## config.mk

```make
export PLATFORM = sky130hd
export DESIGN_NAME = isrp_port
export DESIGN_NICKNAME = d
export VERILOG_FILES = /design/src/isrp_pkg.sv /design/src/isrp_sync.sv /design/src/isrp_port.sv
export VERILOG_INCLUDE_DIRS = /design/src
export SDC_FILE = /design/constraint.sdc
export NUM_CORES = 1
export LEC_CHECK = 0
export BUFFER_PORTS_ARGS = -buffer_cell sky130_fd_sc_hd__buf_4
export CORE_MARGIN = 1
export CORE_UTILIZATION = 57
export DETAILED_ROUTE_END_ITERATION = 8
export PLACE_DENSITY = 0.79
export SLEW_MARGIN = 20
export SYNTH_ARGS = -nofsm -noshare
export SYNTH_HDL_FRONTEND = slang
export SYNTH_HIERARCHICAL = 1
export SYNTH_SLANG_ARGS = --single-unit
```

## constraint.sdc

```tcl
create_clock -name clk_i -period 3.66 [get_ports clk_i]
set_input_delay 0.549 -clock clk_i [delete_from_list [all_inputs] [get_ports clk_i]]
set_output_delay 0.549 -clock clk_i [all_outputs]
set_load 0.1 [all_outputs]
```

## src/isrp_consts.svh

```systemverilog
// constants of the two-wire register port: address, pointer and timing
// included by the port module and the bench; holds definitions only
`ifndef ISRP_CONSTS_SVH
`define ISRP_CONSTS_SVH

// upper six bits of the 7-bit bus address; lsb comes from the select pin
`define ISRP_ADDR_HI 6'h34
// register pointer value that answers with the identity register
`define ISRP_ID_PTR 8'h00
// register pointer after reset
`define ISRP_PTR_RST 8'h00
// data bits per byte, also the bit counter value at the ack slot
`define ISRP_BYTE_BITS 4'h8
// fastest bus clock in kHz and the core clock in MHz
`define ISRP_SCL_MAX_KHZ 400
`define ISRP_CLK_MHZ 200
// shortest bus clock period in core cycles, rounded down
`define ISRP_SCL_PERIOD_CYC ((`ISRP_CLK_MHZ * 1000) / `ISRP_SCL_MAX_KHZ)
// core cycles the port may take to answer a bus clock edge
`define ISRP_ANSWER_CYC 2

`endif

```

## src/isrp_pkg.sv

```systemverilog
// types of the two-wire register port: protocol states and the state record
// assumes isrp_consts.svh is on the include path
package isrp_pkg;

    // protocol position within a transfer
    typedef enum logic [2:0] {
        ISRP_IDLE,
        ISRP_ADDR,
        ISRP_ADDR_ACK,
        ISRP_RX,
        ISRP_RX_ACK,
        ISRP_TX,
        ISRP_TX_ACK,
        ISRP_IGNORE
    } isrp_state_type;

    // every flip-flop of the port module
    typedef struct packed {
        isrp_state_type st;
        logic [3:0] cnt;
        logic [7:0] sh;
        logic [7:0] tx;
        logic rw;
        logic ptr_phase;
        logic ack_ok;
        logic [7:0] ptr;
        logic busy;
        logic sda_oe;
        logic scl_oe;
        logic wr_en;
        logic [7:0] wr_addr;
        logic [7:0] wr_data;
    } isrp_regs_type;

endpackage

```

## src/isrp_sync.sv

```systemverilog
// two-flop synchroniser with one more stage for edge detection
// assumes asynchronous inputs; q_o and q_d_o are safe to compare
`timescale 1ns/100ps
module isrp_sync #(
    parameter int W = 1
) (
    // clock and reset
    input wire logic clk_i,
    input wire logic rst_i,
    // asynchronous levels in
    input wire logic [W-1:0] d_i,
    // synchronised level and its value one cycle earlier
    output logic [W-1:0] q_o,
    output logic [W-1:0] q_d_o
);

    logic [W-1:0] meta_r;

    ////////////////////////////////////////////////////////////////////////
    // idle bus level is high, so reset to ones to avoid a false start
    always_ff @(posedge clk_i) begin
        if (rst_i) begin
            meta_r <= '1;
            q_o <= '1;
            q_d_o <= '1;
        end else begin
            meta_r <= d_i;
            q_o <= meta_r;
            q_d_o <= q_o;
        end
    end

endmodule

```

## src/isrp_port.sv

```systemverilog
// two-wire slave port giving a bus master access to the device registers
// assumes scl/sda/address select arrive asynchronously and a register
// file on clk_i that returns rd_data_i for register_pointer_o within one cycle
`timescale 1ns/100ps
`include "isrp_consts.svh"
module isrp_port
    import isrp_pkg::*;
(
    // clock and reset
    input wire logic clk_i,
    input wire logic rst_i,
    // bus pins, open drain: oe high pulls the line low
    input wire logic scl_i,
    output logic scl_o,
    output logic scl_oe_o,
    input wire logic sda_i,
    output logic sda_o,
    output logic sda_oe_o,
    // strap selecting the address lsb
    input wire logic address_select_pin_i,
    // register file side
    input wire logic stall_i,
    output logic [7:0] register_pointer_o,
    input wire logic [7:0] rd_data_i,
    output logic wr_en_o,
    output logic [7:0] wr_addr_o,
    output logic [7:0] wr_data_o,
    // bus status
    output logic busy_o
);

    isrp_regs_type r;
    isrp_regs_type r_nxt;
    logic [2:0] pin_s;
    logic [2:0] pin_d;
    logic scl_s;
    logic scl_d;
    logic sda_s;
    logic sda_d;
    logic sel_s;
    logic scl_rise;
    logic scl_fall;
    logic start_ev;
    logic stop_ev;
    logic [6:0] own_addr;
    logic [7:0] id_value;

    ////////////////////////////////////////////////////////////////////////
    // pins cross into the core clock; edges only from settled stages
    isrp_sync #(.W(3)) u_sync (
        .clk_i(clk_i),
        .rst_i(rst_i),
        .d_i({scl_i, sda_i, address_select_pin_i}),
        .q_o(pin_s),
        .q_d_o(pin_d)
    );

    // bus events; sync latency of 3 cycles is tiny against 500 per bit
    assign {scl_s, sda_s, sel_s} = pin_s;
    assign scl_d = pin_d[2];
    assign sda_d = pin_d[1];
    assign scl_rise = scl_s & ~scl_d;
    assign scl_fall = ~scl_s & scl_d;
    assign start_ev = scl_s & scl_d & sda_d & ~sda_s;
    assign stop_ev = scl_s & scl_d & ~sda_d & sda_s;
    assign own_addr = {`ISRP_ADDR_HI, sel_s};
    assign id_value = {1'b0, own_addr};

    // byte to send: the identity register is answered here, rest from file
    function automatic logic [7:0] read_value(input logic [7:0] ptr, input logic [7:0] id,
                                              input logic [7:0] file);
        read_value = (ptr == `ISRP_ID_PTR) ? id : file;
    endfunction

    ////////////////////////////////////////////////////////////////////////
    // protocol engine: sample on scl rise, change sda on scl fall, release it on start or stop
    always_comb begin
        r_nxt = r;
        r_nxt.wr_en = 1'b0;
        if (start_ev) begin
            // a start or repeated start restarts address reception
            r_nxt.busy = 1'b1;
            r_nxt.st = ISRP_ADDR;
            r_nxt.cnt = 4'h0;
            r_nxt.sda_oe = 1'b0;
        end else if (stop_ev) begin
            r_nxt.busy = 1'b0;
            r_nxt.st = ISRP_IDLE;
            r_nxt.sda_oe = 1'b0;
        end else begin
            unique case (r.st)
                ISRP_IDLE, ISRP_IGNORE: begin
                    // released; a foreign transfer is ignored until start
                    r_nxt.sda_oe = 1'b0;
                end
                ISRP_ADDR, ISRP_RX: begin
                    if (scl_rise && r.cnt < `ISRP_BYTE_BITS) begin
                        r_nxt.sh = {r.sh[6:0], sda_s};
                        r_nxt.cnt = r.cnt + 4'h1;
                    end else if (scl_fall && r.cnt == `ISRP_BYTE_BITS) begin
                        r_nxt.cnt = 4'h0;
                        if (r.st == ISRP_ADDR) begin
                            if (r.sh[7:1] == own_addr) begin
                                r_nxt.sda_oe = 1'b1;
                                r_nxt.rw = r.sh[0];
                                r_nxt.st = ISRP_ADDR_ACK;
                            end else begin
                                r_nxt.st = ISRP_IGNORE;
                            end
                        end else begin
                            // every received byte is acked, no length limit
                            r_nxt.sda_oe = 1'b1;
                            r_nxt.st = ISRP_RX_ACK;
                            if (r.ptr_phase) begin
                                r_nxt.ptr = r.sh;
                                r_nxt.ptr_phase = 1'b0;
                            end else begin
                                r_nxt.wr_en = 1'b1;
                                r_nxt.wr_addr = r.ptr;
                                r_nxt.wr_data = r.sh;
                                r_nxt.ptr = r.ptr + 8'h01;
                            end
                        end
                    end
                end
                ISRP_ADDR_ACK: begin
                    if (scl_fall) begin
                        if (r.rw) begin
                            // read: first data bit goes out right away
                            r_nxt.tx = read_value(r.ptr, id_value, rd_data_i);
                            r_nxt.sda_oe = ~r_nxt.tx[7];
                            r_nxt.st = ISRP_TX;
                        end else begin
                            r_nxt.sda_oe = 1'b0;
                            r_nxt.ptr_phase = 1'b1;
                            r_nxt.st = ISRP_RX;
                        end
                    end
                end
                ISRP_RX_ACK: begin
                    if (scl_fall) begin
                        r_nxt.sda_oe = 1'b0;
                        r_nxt.st = ISRP_RX;
                    end
                end
                ISRP_TX: begin
                    if (scl_fall) begin
                        if (r.cnt == `ISRP_BYTE_BITS - 4'h1) begin
                            // release for the master's ack bit
                            r_nxt.sda_oe = 1'b0;
                            r_nxt.cnt = 4'h0;
                            r_nxt.st = ISRP_TX_ACK;
                        end else begin
                            r_nxt.tx = {r.tx[6:0], 1'b0};
                            r_nxt.sda_oe = ~r.tx[6];
                            r_nxt.cnt = r.cnt + 4'h1;
                        end
                    end
                end
                ISRP_TX_ACK: begin
                    if (scl_rise) begin
                        r_nxt.ack_ok = ~sda_s;
                        if (!sda_s) begin
                            r_nxt.ptr = r.ptr + 8'h01;
                        end
                    end else if (scl_fall) begin
                        if (r.ack_ok) begin
                            r_nxt.tx = read_value(r.ptr, id_value, rd_data_i);
                            r_nxt.sda_oe = ~r_nxt.tx[7];
                            r_nxt.st = ISRP_TX;
                        end else begin
                            r_nxt.sda_oe = 1'b0;
                            r_nxt.st = ISRP_IGNORE;
                        end
                    end
                end
            endcase
        end
        // stretch only a clock the master already pulled low, never make one
        r_nxt.scl_oe = stall_i & r.busy & (r.st != ISRP_IGNORE)
                       & (r.scl_oe | ~scl_s);
    end

    ////////////////////////////////////////////////////////////////////////
    // state register
    always_ff @(posedge clk_i) begin
        if (rst_i) begin
            r <= '{st: ISRP_IDLE, cnt: 4'h0, sh: 8'h00, tx: 8'hff, rw: 1'b0, ptr_phase: 1'b0,
                   ack_ok: 1'b0, ptr: `ISRP_PTR_RST, busy: 1'b0, sda_oe: 1'b0, scl_oe: 1'b0,
                   wr_en: 1'b0, wr_addr: 8'h00, wr_data: 8'h00};
        end else begin
            r <= r_nxt;
        end
    end

    // outputs straight from state; line levels are always low when enabled
    assign scl_o = 1'b0;
    assign sda_o = 1'b0;
    assign scl_oe_o = r.scl_oe;
    assign sda_oe_o = r.sda_oe;
    assign register_pointer_o = r.ptr;
    assign wr_en_o = r.wr_en;
    assign wr_addr_o = r.wr_addr;
    assign wr_data_o = r.wr_data;
    assign busy_o = r.busy;

    ////////////////////////////////////////////////////////////////////////
    // checks on the driven behaviour
    localparam int SCL_PERIOD_CYC = `ISRP_SCL_PERIOD_CYC;
endmodule

```

-- Word-level counts from Yosys, hierarchy flattened
Cells that the tools add are included.
- equality and inequality tests: 36
- order comparisons: 1
- bitwise logic cells: 24
- add/subtract/negate cells: 2
- reduce and logical (&&, ||, !) cells: 27
- multiplexer cells: 64
- operators by type and width (cell ; number):
    8-bit 2-to-1 mux ; 15
    4-bit inequality test (second input constant) ; 8
    31-bit 2-to-1 mux ; 1
    2-bit inequality test (second input constant) ; 15
    3-bit 2-to-1 mux ; 9
    8-bit case mux with 3 select lines ; 1
    8-bit AND reduction ; 3
    1-bit 2-to-1 mux ; 22
    9-bit AND reduction ; 2
    17-bit 2-to-1 mux ; 1
    8-bit case mux with 2 select lines ; 1
    3-bit case mux with 5 select lines ; 1
    7-bit 2-to-1 mux ; 2
    7-bit AND reduction ; 2
    1-bit inverter ; 13
    3-bit == test (second input constant) ; 4
    4-bit AND reduction ; 3
    1-bit bitwise AND ; 10
    10-bit AND reduction ; 1
    9-bit 2-to-1 mux ; 1
    3-bit inequality test (second input constant) ; 3
    8-bit by 1-bit adder with 8-bit output (second input constant) ; 1
    8-bit zero test ; 1
    2-bit 2-to-1 mux ; 4
    other kinds (22) ; 30
- flip-flop bits (word level): 63
- logic and storage cells: 172
- input port bits: 14

-- Longest topological paths before layout
Gate-level depths: netlist of run 1.
- word-level depth: 9
- gate-level depth with buffers: 8
- mapped depth without buffers: 7

-- By module
Netlist of run 1, hierarchy kept.
- by module, submodules not included (module ; sequential area each (um^2) ; cells an instance ; area each (um^2) ; instances):
    isrp_port ; 1061.0 ; 334 ; 2917.8 ; 1
    isrp_sync ; 180.2 ; 18 ; 236.5 ; 1

-- Worst setup path before layout of run 1
No wires, ideal clock.
- path kind: register -> register
- start point: reg r[53] (netlist bit)
- end point: reg r, in the netlist register_pointer_o[1]
- clock period less this slack: 1.774 ns
- data required time: 3.526 ns
- library setup time: 0.134 ns
- stages on the path, launching flop included: 8
- slack: 1.886 ns
- arrival: 1.641 ns
- cells stage by stage: dfxtp_1 -> buf_6 -> nand3b_4 -> or2_4 -> a2111o_1 -> buf_2 -> a221oi_1 -> a211oi_1
- cells in the longest elaborated chain, start to end: 4
- ends and longest elaborated chain (element ; line ; text):
    start, declared ; isrp_port.sv:32 ; isrp_regs_type r;
    start signal, assigned ; isrp_port.sv:188 ; r <= '{st: ISRP_IDLE, cnt: 4'h0, sh: 8'h00, tx: 8'hff, rw: 1'b0, ptr_phase: 1'b0,
    start signal, assigned ; isrp_port.sv:192 ; r <= r_nxt;
    3-bit by 1-bit == test with 1-bit output or 3-bit by 2-bit == test with 1-bit output (tied branches) ; isrp_port.sv:91, isrp_port.sv:102 ;
    2-bit OR reduction ; isrp_port.sv:91 ; unique case (r.st)
    2-bit inequality test (no line) or 2-bit nonzero test (tied branches) ; -- ;
    8-bit AND reduction (no line) ; -- ;
Several ways; a longest one is shown, not always the timed one.
A chain may end at the register's enable or synchronous reset.

-- Final worst setup path of run 1
- start point: reg u_sync.q_d_o[2]
- end point: reg r, in the netlist register_pointer_o[1]
- cells in the longest elaborated chain, start to end: 5
- ends and longest elaborated chain (element ; line ; text):
    start, declared ; isrp_sync.sv:14 ; output logic [W-1:0] q_d_o
    start signal, assigned ; isrp_sync.sv:29 ; q_d_o <= q_o;
    1-bit bitwise AND or 1-bit inverter (tied branches) ; isrp_port.sv:64, isrp_port.sv:65, isrp_port.sv:62 ;
    1-bit bitwise AND, on equally long branches ; isrp_port.sv:64, isrp_port.sv:62, isrp_port.sv:65 ;
    1-bit bitwise AND, or another cell as far along ; isrp_port.sv:64 ; assign start_ev = scl_s & scl_d & sda_d & ~sda_s;
    1-bit inverter (no line) or 2-bit inequality test (tied branches) ; -- ;
    8-bit AND reduction (no line) (*) ; -- ;
Mark *: on every way between the ends. The rest lies on a longest branch, timed or not.

==> results.txt, run 1 <==
In this run the critical register-to-register path is captured at register_pointer_o[1]$_SDFFE_PP0P_. The DRC violation total after the first TritonRoute iteration is 316. Yosys printed 6 warnings.

TritonCTS built the clock tree. The critical hold path startpoint is sda_i. The final period utilization came out at 63.5%.

For the pin with the worst max-slew slack, the measured transition is 0.979 ns. The detailed-route via count came out at 2486. The die is 76.1 um tall. The final worst hold slack is 0.385 ns. The via count of the first global-routing pass is 2307. The count of buffers added on input and output ports is 41. Post-CTS repair changed the size of 0 cells. The initial antenna violation count is 0. The number of clock buffers added by TritonCTS is 9. Using the TritonRoute via totals, the vias-per-cell ratio works out to 5.71.

The number of top-level design ports came out at 44. The tree is rooted in a sky130_fd_sc_hd__clkbuf_8. The share of final-layout standard cells stronger than drive strength 1 came out at 18.1%. The clock insertion delay at the later pin of the skew report is 0.34 ns. The number of antenna diodes in the final layout is 0. The number of nets with antenna violations after routing is 0.

The register-to-register setup slack came out at 1.34 ns. Post-CTS timing repair inserted 0 buffers for setup. Setup violations remaining at the end of the flow were counted as 0.

The worst setup path is of the flip-flop to flip-flop kind. The final layout contains routed wiring with a total length of 6640 um. The final HPWL from detailed placement came out at 4560 um. The peak ir drop on the vdd network is 0.000298 V. The post-synth design cell area came out at 0.00313 sq mm. The clock tree buffer depth is 2.

The worst hold path terminates at u_sync/meta_r[1]$_SDFF_PP1_. The number of hold buffers added after CTS was 0. On the worst path, the slowest cell contributes a delay of 0.57 ns. The area growth from synthesis to layout is 10.3%. Static timing analysis puts the maximum clock frequency at 431 MHz. The starting density of the core is 60.1%. The max-cap check violation count came out at 0.

In this run the core area contains 26 standard-cell rows. The die footprint is 0.00579 sq mm. The final-report max-slew violation count is 0.

The remaining global-route overflow came out at 0. Setup repair after global routing left no endpoint under its margin. The leakage component of the power is 1.41 nW. The number of nets in the layout is 381. Entering global routing, the biggest net connects 52 pins. Global routing consumed, over all layers together, 24.1% of the routing resources. The worst register-to-register path has a depth of 5. Along the worst hold path, the cell count comes to 2. The largest clock skew in the final design is 0.00778 ns. The global-route wire length before repair is 11000 um.

The post-route DRC violation count is 0. The width of the die came out at 76.1 um. In this run the mean area of a mapped cell was 8.94 sq um. The gate count of the mapped netlist is 350. The H-tree was split into 3 levels. The aggregate negative setup slack came out at 0 ns. The flow ran to the end, and the final reports show no timing, DRC or antenna violations. The final count of hold timing violations is 0. The critical-path cell with the highest stage delay is sky130_fd_sc_hd__nor2b_1. The worst relative slew slack is 34.8%.

The average wire per cell in the routed design is 15.3 um. The critical path launch point type is a flip-flop. The post-layout minimum cycle time came out at 2.32 ns. The detailed-routing iteration count for the pre-antenna-repair pass is 4.

The CTS clock-pin slew for the worst setup and hold paths came out at 0.06 ns. The cell area power density came out at 384 mW/mm^2. The data arrival time of the critical path came out at 2.53 ns.

Clock tree synthesis found a total of 61 sinks. The core area is 0.00520 sq mm. The worst register-to-register path begins at u_sync/q_d_o[2]$_SDFF_PP1_. STA classifies the critical path endpoint as a flip-flop. The weighted congestion reported at the end of routability-driven placement came out at 0.932. The worst-path maximum fanout came out at 10.

Traced cell by cell, the critical path runs through nor2b_1, nand4_4, a2111o_1, a221oi_1, a211oi_1. The data required time of the worst path is 3.87 ns. The tightest min-delay check is of the input pin to flip-flop type.
worst max-delay path by stage:
| stage | start | endpoint | slack, ns | depth (start not counted) |
|---|---|---|---|---|
| after global routing | u_sync/q_d_o[2]$_SDFF_PP1_ | register_pointer_o[1]$_SDFFE_PP0P_ | 1.15 | 5 |
| after floorplan | r[53]$_SDFFE_PP0P_ | register_pointer_o[1]$_SDFFE_PP0P_ | 1.89 | 7 |
| after global placement | u_sync/q_d_o[2]$_SDFF_PP1_ | register_pointer_o[1]$_SDFFE_PP0P_ | 1.52 | 5 |
| after detailed placement | u_sync/q_d_o[2]$_SDFF_PP1_ | register_pointer_o[1]$_SDFFE_PP0P_ | 1.37 | 5 |
| after CTS | u_sync/q_d_o[2]$_SDFF_PP1_ | register_pointer_o[1]$_SDFFE_PP0P_ | 1.36 | 5 |
| final | u_sync/q_d_o[2]$_SDFF_PP1_ | register_pointer_o[1]$_SDFFE_PP0P_ | 1.34 | 5 |
routing by layer:
layer | global-route usage (%) | wire (um) | part of all wire [%] | vias up
met5 | 0 | 0 | 0 | -
met4 | 13.3 | 189 | 2.8 | 0
met3 | 4.31 | 383 | 5.8 | 19
met2 | 36.0 | 2950 | 44 | 84
met1 | 33.0 | 3110 | 47 | 1150
li1 | - | - | - | 1233
power breakdown:
part	switching [mW]	internal [mW]
logic	0.0429	0.0206
clock network	0.248	0.339
registers	0.00577	0.669
total	0.296	1.03
flip-flops by register name, indices dropped and copies added (netlist names), 2 cells and up:
signal and count:
r 25, register_pointer_o 8, u_sync/meta_r 3, u_sync/q_d_o 2, u_sync/q_o 3, wr_addr_o 8
wr_data_o 8
critical path: cells and delay by family, from the launching register on:
| kind | cells | cell delay, ns |
|---|---|---|
| AND/OR/NAND/NOR | 2 | 0.82 |
| AO/OA/AOI/OAI | 3 | 0.93 |
| flip-flops | 1 | 0.44 |
cell type report:
class	instances	area, sq um
clock buffers	11	151
clock inverters	2	35.0
fillers	440	1760
inverters	9	33.8
multi-input cells	239	1600
flip-flops and latches	61	1220
well taps	70	87.6
repair buffers	43	323
cells in the final DEF, fill, tap and decap left out, types with 2 or more instances in the layout:
cell type / instances
sky130_fd_sc_hd__a211oi_1: 6
sky130_fd_sc_hd__a21oi_1: 17
sky130_fd_sc_hd__a221oi_1: 2
sky130_fd_sc_hd__a22o_1: 2
sky130_fd_sc_hd__a22oi_1: 3
sky130_fd_sc_hd__a32o_1: 2
sky130_fd_sc_hd__and2_1: 5
sky130_fd_sc_hd__and3_1: 3
sky130_fd_sc_hd__buf_4: 43
sky130_fd_sc_hd__clkbuf_8: 11
sky130_fd_sc_hd__conb_1: 2
sky130_fd_sc_hd__dfxtp_1: 61
sky130_fd_sc_hd__ha_1: 4
sky130_fd_sc_hd__inv_1: 9
sky130_fd_sc_hd__mux2i_1: 29
sky130_fd_sc_hd__nand2_1: 23
sky130_fd_sc_hd__nand2b_1: 5
sky130_fd_sc_hd__nand3_1: 8
sky130_fd_sc_hd__nor2_1: 45
sky130_fd_sc_hd__nor2b_1: 2
sky130_fd_sc_hd__nor3_1: 7
sky130_fd_sc_hd__nor4b_1: 2
sky130_fd_sc_hd__o211ai_1: 6
sky130_fd_sc_hd__o21a_1: 2
sky130_fd_sc_hd__o21ai_0: 10
sky130_fd_sc_hd__o21bai_1: 2
sky130_fd_sc_hd__o22ai_1: 4
sky130_fd_sc_hd__o2bb2ai_1: 2
sky130_fd_sc_hd__o31ai_1: 4
sky130_fd_sc_hd__o32a_1: 2
sky130_fd_sc_hd__or2_1: 8
sky130_fd_sc_hd__xnor2_1: 3
metrics by stage:
stage / util (%) / total power, mW / std cells / worst slack [ns] / area (sq um)
2_1_floorplan: - / 0.733 / 351 / 1.89 / 3130
3_3_place_gp: 62.7 / 0.752 / 422 / 1.52 / 3260
3_5_place_dp: 62.7 / 0.752 / 422 / 1.37 / 3260
4_1_cts: 66.3 / 1.33 / 435 / 1.36 / 3450
5_1_grt: 66.3 / 1.36 / 435 / 1.15 / 3450
6_report: 66.3 / 1.32 / 435 / 1.34 / 3450
Power figures use the tool's default switching activity.
==> run 2, diff against run 1 <==
Settings changed: CORE_UTILIZATION 57 to 52, PLACE_DENSITY 0.79 to 0.76.
Clock period 3.66 ns to 2.1 ns, I/O delays scaled along.
==> results.txt, run 2 (synthesis results as in run 1) <==
The hold buffer count at CTS came to 0 (unchanged). The stage delay of the slowest cell on the critical path is 0.56 ns (about the same). The data arrival time of the critical path came out at 2.19 ns (-0.34 ns). The pin count of the biggest net entering global routing is 48 (-7.7%). The post-place instance area is 0.00337 sq mm (+3.3%). In this run the critical register-to-register path is captured at register_pointer_o[1]$_SDFFE_PP0P_.

The number of fill cells is 484 (+10%). The average wire per cell in the routed design was 14.8 um (-2.9%). The width of the die came to 79.6 um (+4.6%). The flow ran to the end, and the final reports show no timing, DRC or antenna violations. The die extent in y came out at 79.6 um (+4.6%).

The number of top-level design ports came to 44 (unchanged). The number of buffers inserted by port buffering is 41 (unchanged). The initial antenna violation count is 0 (unchanged). The leakage component of the power came out at 1.48 nW (+4.5%).

The share of final-layout standard cells stronger than drive strength 1 is 22.0% (+3.9 points). The number of nets in the layout is 395 (+3.7%). The aggregate negative setup slack came out at 0 ns (unchanged).

r holds more flip-flops than any other register. The post-cts sizing count is 0 (unchanged). The post-layout minimum cycle time is 1.97 ns (-0.348 ns). The via count of the first global-routing pass is 2335 (+1.2%). The post-route cell area came out at 0.00357 sq mm (+3.5%). The remaining global-route overflow came out at 0 (unchanged).

The die footprint came out at 0.00633 sq mm (+9.4%). The register-to-register setup slack is 0.13 ns (-1.21 ns). In the layout the commonest cells are sky130_fd_sc_hd__dfxtp_1 (60), sky130_fd_sc_hd__buf_4 (57), sky130_fd_sc_hd__nor2_1 (45).

The global-route total usage across every layer came to 23.0% (-1.2 points). The startpoint identified for the worst register-to-register timing path is u_sync/q_o[2]$_SDFF_PP1_. The buffer cell driving the clock tree root is sky130_fd_sc_hd__clkbuf_8. The worst-case reg-to-reg path depth is 5 (unchanged). The detailed-routing iteration count for the pre-antenna-repair pass is 5 (+1). The post-route DRC violation count is 0 (unchanged).

The critical path launch point type is a flip-flop. The buffers inserted during post-CTS setup optimization is 0 (unchanged). The critical path is of the flip-flop to flip-flop type.

The footprint of the flip-flops and latches is 0.00122 sq mm (+0.10%). The area growth from synthesis to layout is 14.2%. The total wire length after detailed routing was 6730 um (+1.3%).

The final HPWL from detailed placement is 4680 um (+2.6%). The detailed-route via count is 2585 (+4.0%). The signal on the critical path passes through nand2b_1, or2_4, a2111o_1, a221oi_1, a211oi_1. The library cell used most frequently in the layout, excluding fill and tap cells, is sky130_fd_sc_hd__dfxtp_1. The min-delay analysis places its worst path in the category input pin to flip-flop. The flip-flop count of the largest register after layout is 25 (unchanged).

The final number of setup-violating endpoints is 0 (unchanged). The CTS tree is done. The number of buffers created by CTS is 9 (unchanged). For hold timing, the worst endpoint is u_sync/meta_r[1]$_SDFF_PP1_. The clock tree buffer depth came out at 2 (unchanged).

The TritonCTS sink count is 61 (unchanged). The number of nets with antenna violations after routing is 0 (unchanged). The amount of wire on met3 after detailed routing came out at 472 um (+23%). The cell area power density is 660 mW/mm^2 (+72%). The starting density of the core is 55.4% (-4.7 points). The global-route wire length before repair is 11000 um (-0.38%). The area occupied by multi-input gates came to 0.00160 sq mm (unchanged). The critical-path cell with the highest stage delay is sky130_fd_sc_hd__a2111o_1. The clock insertion delay at the later pin of the skew report came out at 0.35 ns (about the same). The DRC violation total after the first TritonRoute iteration is 318 (+0.63%). The antenna diode instance count is 0 (unchanged).

The final period utilization came out at 94.0% (+31 points). The total length of routed met2 wires came out at 2950 um (about the same). The highest layer touched by signal routing is met4. The depth of the worst hold-timing path is 2 (unchanged). The average vias per placed instance is 5.69 (-0.37%). The data required time of the worst path came out at 2.32 ns (-1.55 ns). The critical hold path startpoint is sda_i. The maximum clock frequency is 507 MHz (+18%).

The final worst setup slack is 0.126 ns (-1.21 ns). The number of rows created at floorplan came to 27 (+3.8%). The total routed wire length on the met1 layer is 3150 um (+1.2%).

The final count of hold timing violations was 0 (unchanged). The max-cap check violation count is 0 (unchanged). The worst-path maximum fanout is 10 (unchanged). The worst-case setup slack after placement is 0.111 ns (-1.26 ns). Setup repair after global routing left no endpoint under its margin. STA classifies the critical path endpoint as a flip-flop. The peak ir drop on the vdd network came out at 0.000538 V (+81%). The largest clock skew in the final design came out at 0.00856 ns (+0.000773 ns). The weighted congestion reported at the end of routability-driven placement is 0.891 (-4.5%). The final total power is 2.36 mW (+78%). The maximum level of the CTS H-tree came out at 3 (unchanged).

The CTS clock-pin slew for the worst setup and hold paths is 0.07 ns (about the same). The core area came to 0.00564 sq mm (+8.4%). The final-report max-slew violation count is 0 (unchanged).
## run 2: routing by layer
layer | GRT usage [%] | vias up
li1 | - | 1268
met1 | 30.8 | 1204
met2 | 32.6 | 97
met3 | 8.46 | 16
met4 | 10.0 | 0
met5 | 0 | -
## run 2: cell type report
type / count / share of cell area, %
Multi-Input combinational cell: 239 / 44.7
Sequential cell: 61 / 34.2
Inverter: 9 / 0.946
Timing Repair Buffer: 57 / 12.0
Clock buffer: 9 / 3.47
Tap cell: 72 / 2.52
Clock inverter: 7 / 2.10
## run 2: report_power, final
group	total (mW)	leakage, nW	switching (mW)	internal (mW)
sequential	1.17	0.494	0.00885	1.16
clock	1.07	0.0918	0.515	0.551
combinational	0.118	0.893	0.0766	0.0418
total	2.36	1.48	0.600	1.76
## run 2: critical path, delay by kind of cell, from the launching register on
| kind | cells | cell delay, ns |
|---|---|---|
| AND/OR/NAND/NOR | 2 | 0.47 |
| AO/OA/AOI/OAI | 3 | 0.93 |
| flip-flops | 1 | 0.45 |
## run 2: metrics by stage
step,cells,util (%),hold slack [ns]
floorplan,351,-,0.383
global placement,438,59.7,0.392
detailed placement,438,59.7,0.394
CTS,454,63.3,0.135
global route,454,63.3,0.141
finish,454,63.3,0.140
## run 2: worst max path at each step
stage,startpoint,end,depth (start not counted)
2_1_floorplan,r[53]$_SDFFE_PP0P_,register_pointer_o[1]$_SDFFE_PP0P_,7
3_3_place_gp,r[53]$_SDFFE_PP0P_,register_pointer_o[1]$_SDFFE_PP0P_,5
3_5_place_dp,r[53]$_SDFFE_PP0P_,register_pointer_o[1]$_SDFFE_PP0P_,5
4_1_cts,r[53]$_SDFFE_PP0P_,register_pointer_o[1]$_SDFFE_PP0P_,5
5_1_grt,u_sync/q_o[2]$_SDFF_PP1_,register_pointer_o[5]$_SDFFE_PP0P_,5
6_report,u_sync/q_o[2]$_SDFF_PP1_,register_pointer_o[1]$_SDFFE_PP0P_,5
==> run 3, diff against run 2 <==
Settings changed: MAX_ROUTING_LAYER set to met4.
==> results.txt, run 3 (synthesis results as in run 1) <==
The detailed-route via count is 2521 (-2.5%). The number of buffers inserted by port buffering is 41 (unchanged). The remaining global-route overflow was 0 (unchanged). Ranked by flip-flop count, first place goes to r.

The die footprint came to 0.00633 sq mm (unchanged). The worst-case setup slack after placement is 0.126 ns (+0.0150 ns). The TritonCTS sink count was 61 (unchanged). The starting density of the core came out at 55.4% (unchanged). The peak ir drop on the vdd network is 0.000582 V (+8.1%). The post-layout minimum cycle time is 1.97 ns (+0.000785 ns). The clock insertion delay at the later pin of the skew report is 0.35 ns (about the same). The CTS clock-pin slew for the worst setup and hold paths is 0.07 ns (about the same). The number of nets in the layout came out at 395 (unchanged). The buffers inserted during post-CTS setup optimization is 0 (unchanged).

The antenna diode instance count was 0 (unchanged). The width of the die is 79.6 um (unchanged). The critical register-to-register path startpoint is r[53]$_SDFFE_PP0P_.

On the critical path, the stage with the largest delay is an instance of sky130_fd_sc_hd__a2111o_1. The largest clock skew in the final design came out at 0.00879 ns (+0.000229 ns). The post-cts sizing count came out at 0 (unchanged).

The share of final-layout standard cells stronger than drive strength 1 is 21.2% (-0.79 points). The amount of wire on met3 after detailed routing came to 280 um (-41%). The kind of path behind the tightest hold check is input pin to flip-flop. The initial antenna violation count came out at 0 (unchanged).

The total length of routed met2 wires is 2900 um (-1.7%). The worst relative slew slack came out at 62.3%. The cell area power density was 653 mW/mm^2 (-1.1%). The worst hold path begins at address_select_pin_i. The leakage component of the power came out at 1.48 nW (about the same).

The kind of end point of the critical path is a flip-flop. The final HPWL from detailed placement is 4710 um (+0.68%). The cell sitting at the root of the clock tree is a sky130_fd_sc_hd__clkbuf_8. The post-route DRC violation count was 0 (unchanged).

The worst path buffer plus inverter count came out at 0 (unchanged). The cell family contributing the most delay on the critical path is compound AO/OA/AOI/OAI gates. The average wire per cell in the routed design is 14.7 um (-0.65%).

The die extent in y is 79.6 um (unchanged). The maximum clock frequency is 506 MHz (about the same). The stage delay of the slowest cell on the critical path is 0.56 ns (about the same). The core area is 0.00564 sq mm (unchanged). The actual transition at the worst max-transition pin is 0.563 ns.

The critical path starts at r[53]$_SDFFE_PP0P_. The DRC violation total after the first TritonRoute iteration is 156 (-51%). The number of rows created at floorplan is 27 (unchanged). The data arrival time of the critical path is 2.19 ns (about the same).

The number of buffers created by CTS came out at 9 (unchanged). The data required time of the worst path came out at 2.32 ns (about the same). The aggregate negative setup slack is 0 ns (unchanged).

The total routed wire length on the met1 layer was 3340 um (+6.0%). The worst-path maximum fanout is 11 (+1). The setup path with the least slack is of type flip-flop to flip-flop. The number of standard cells in the layout, taps in and fillers out came out at 454 (unchanged). Setup repair after global routing left no endpoint under its margin. The final period utilization came out at 94.0% (about the same). The post-layout utilization of the core came to 63.3% (about the same).

The area occupied by multi-input gates is 0.00161 sq mm (+0.78%). The signal on the critical path passes through and2b_2, nand4_4, a2111o_1, o21ai_0, a21oi_1. The flip-flop count of the largest register after layout is 25 (unchanged). The final number of setup-violating endpoints was 0 (unchanged). The final-report max-slew violation count came to 0 (unchanged). The flow ran to the end, and the final reports show no timing, DRC or antenna violations. The number of nets with antenna violations after routing came out at 0 (unchanged). The via count of the first global-routing pass is 2344 (+0.39%). The weighted congestion reported at the end of routability-driven placement is 0.913 (+2.5%). The number of top-level design ports was 44 (unchanged). The maximum level of the CTS H-tree came out at 3 (unchanged). The number of fill cells was 479 (-1.0%). The clock tree buffer depth came out at 2 (unchanged).

The footprint of the flip-flops and latches is 0.00122 sq mm (-0.10%). The global-route wire length before repair is 11000 um (-0.12%). The post-placement cell count came out at 437 (-0.23%). The critical path launch point type is a flip-flop. The final worst setup slack came out at 0.125 ns (-0.000785 ns). The global-route total usage across every layer came out at 23.3% (+0.34 points).

The hold buffer count at CTS came out at 0 (unchanged). Routed signal wires occupy layers up through met4. The area growth from synthesis to layout came out at 14.1% (about the same).

The average vias per placed instance came out at 5.55 (-2.5%). The max-cap check violation count was 0 (unchanged). Leaving out fill and tap cells, the most frequent cell in the layout is sky130_fd_sc_hd__dfxtp_1. The total wire length after detailed routing came out at 6680 um (-0.65%). The final count of hold timing violations is 0 (unchanged).

TritonCTS built the clock tree. The detailed-routing iteration count for the pre-antenna-repair pass is 4 (-1). Leaving out fill and tap cells, the most frequent cells in the layout are sky130_fd_sc_hd__dfxtp_1 (61), sky130_fd_sc_hd__buf_4 (56), sky130_fd_sc_hd__nor2_1 (45). The pin count of the biggest net entering global routing is 40 (-17%).
-- run 3: metrics by stage --
| step | power, mW | cell area (sq um) | hold slack [ns] |
|---|---|---|---|
| 2_1_floorplan | 1.28 | 3130 | 0.383 |
| 3_3_place_gp | 1.32 | 3360 | 0.391 |
| 3_5_place_dp | 1.32 | 3360 | 0.390 |
| 4_1_cts | 2.35 | 3560 | 0.140 |
| 5_1_grt | 2.39 | 3570 | 0.153 |
| 6_report | 2.33 | 3570 | 0.149 |
-- run 3: per-layer routing --
metal | up-vias | GRT usage [%]
li1 | 1273 | -
met1 | 1169 | 31.2
met2 | 64 | 33.8
met3 | 15 | 3.89
met4 | 0 | 11.6
met5 | - | -
-- run 3: power by group --
| group | total (mW) | internal, mW | leakage, nW | switching (mW) |
|---|---|---|---|---|
| Clock | 1.04 | 0.577 | 0.0964 | 0.461 |
| Combinational | 0.119 | 0.0418 | 0.890 | 0.0767 |
| Sequential | 1.17 | 1.17 | 0.493 | 0.00876 |
| Total | 2.33 | 1.78 | 1.48 | 0.546 |
-- run 3: path summary, 6_finish.rpt --
path / end / slack (ns) / cells past startpoint
min: u_sync/meta_r[0]$_SDFF_PP1_ / 0.15 / 2
max: register_pointer_o[3]$_SDFFE_PP0P_ / 0.13 / 5
min reg2reg: u_sync/q_o[2]$_SDFF_PP1_ / 0.40 / 1
max reg2reg: register_pointer_o[3]$_SDFFE_PP0P_ / 0.13 / 5
-- run 3: layout make-up --
cell class,instances,area share [%]
multi-input cells,240,45.1
flip-flops and latches,61,34.2
repair buffers,56,11.8
clock buffers,12,4.07
well taps,72,2.52
clock inverters,4,1.33
inverters,9,0.947
-- run 3: worst register-to-register path: cells and delay by family, from the launching register on --
family	cells	cell delay [ns]
AOI/OAI and AO/OA	3	0.91
DFF	1	0.44
and+or+nand+nor	2	0.51
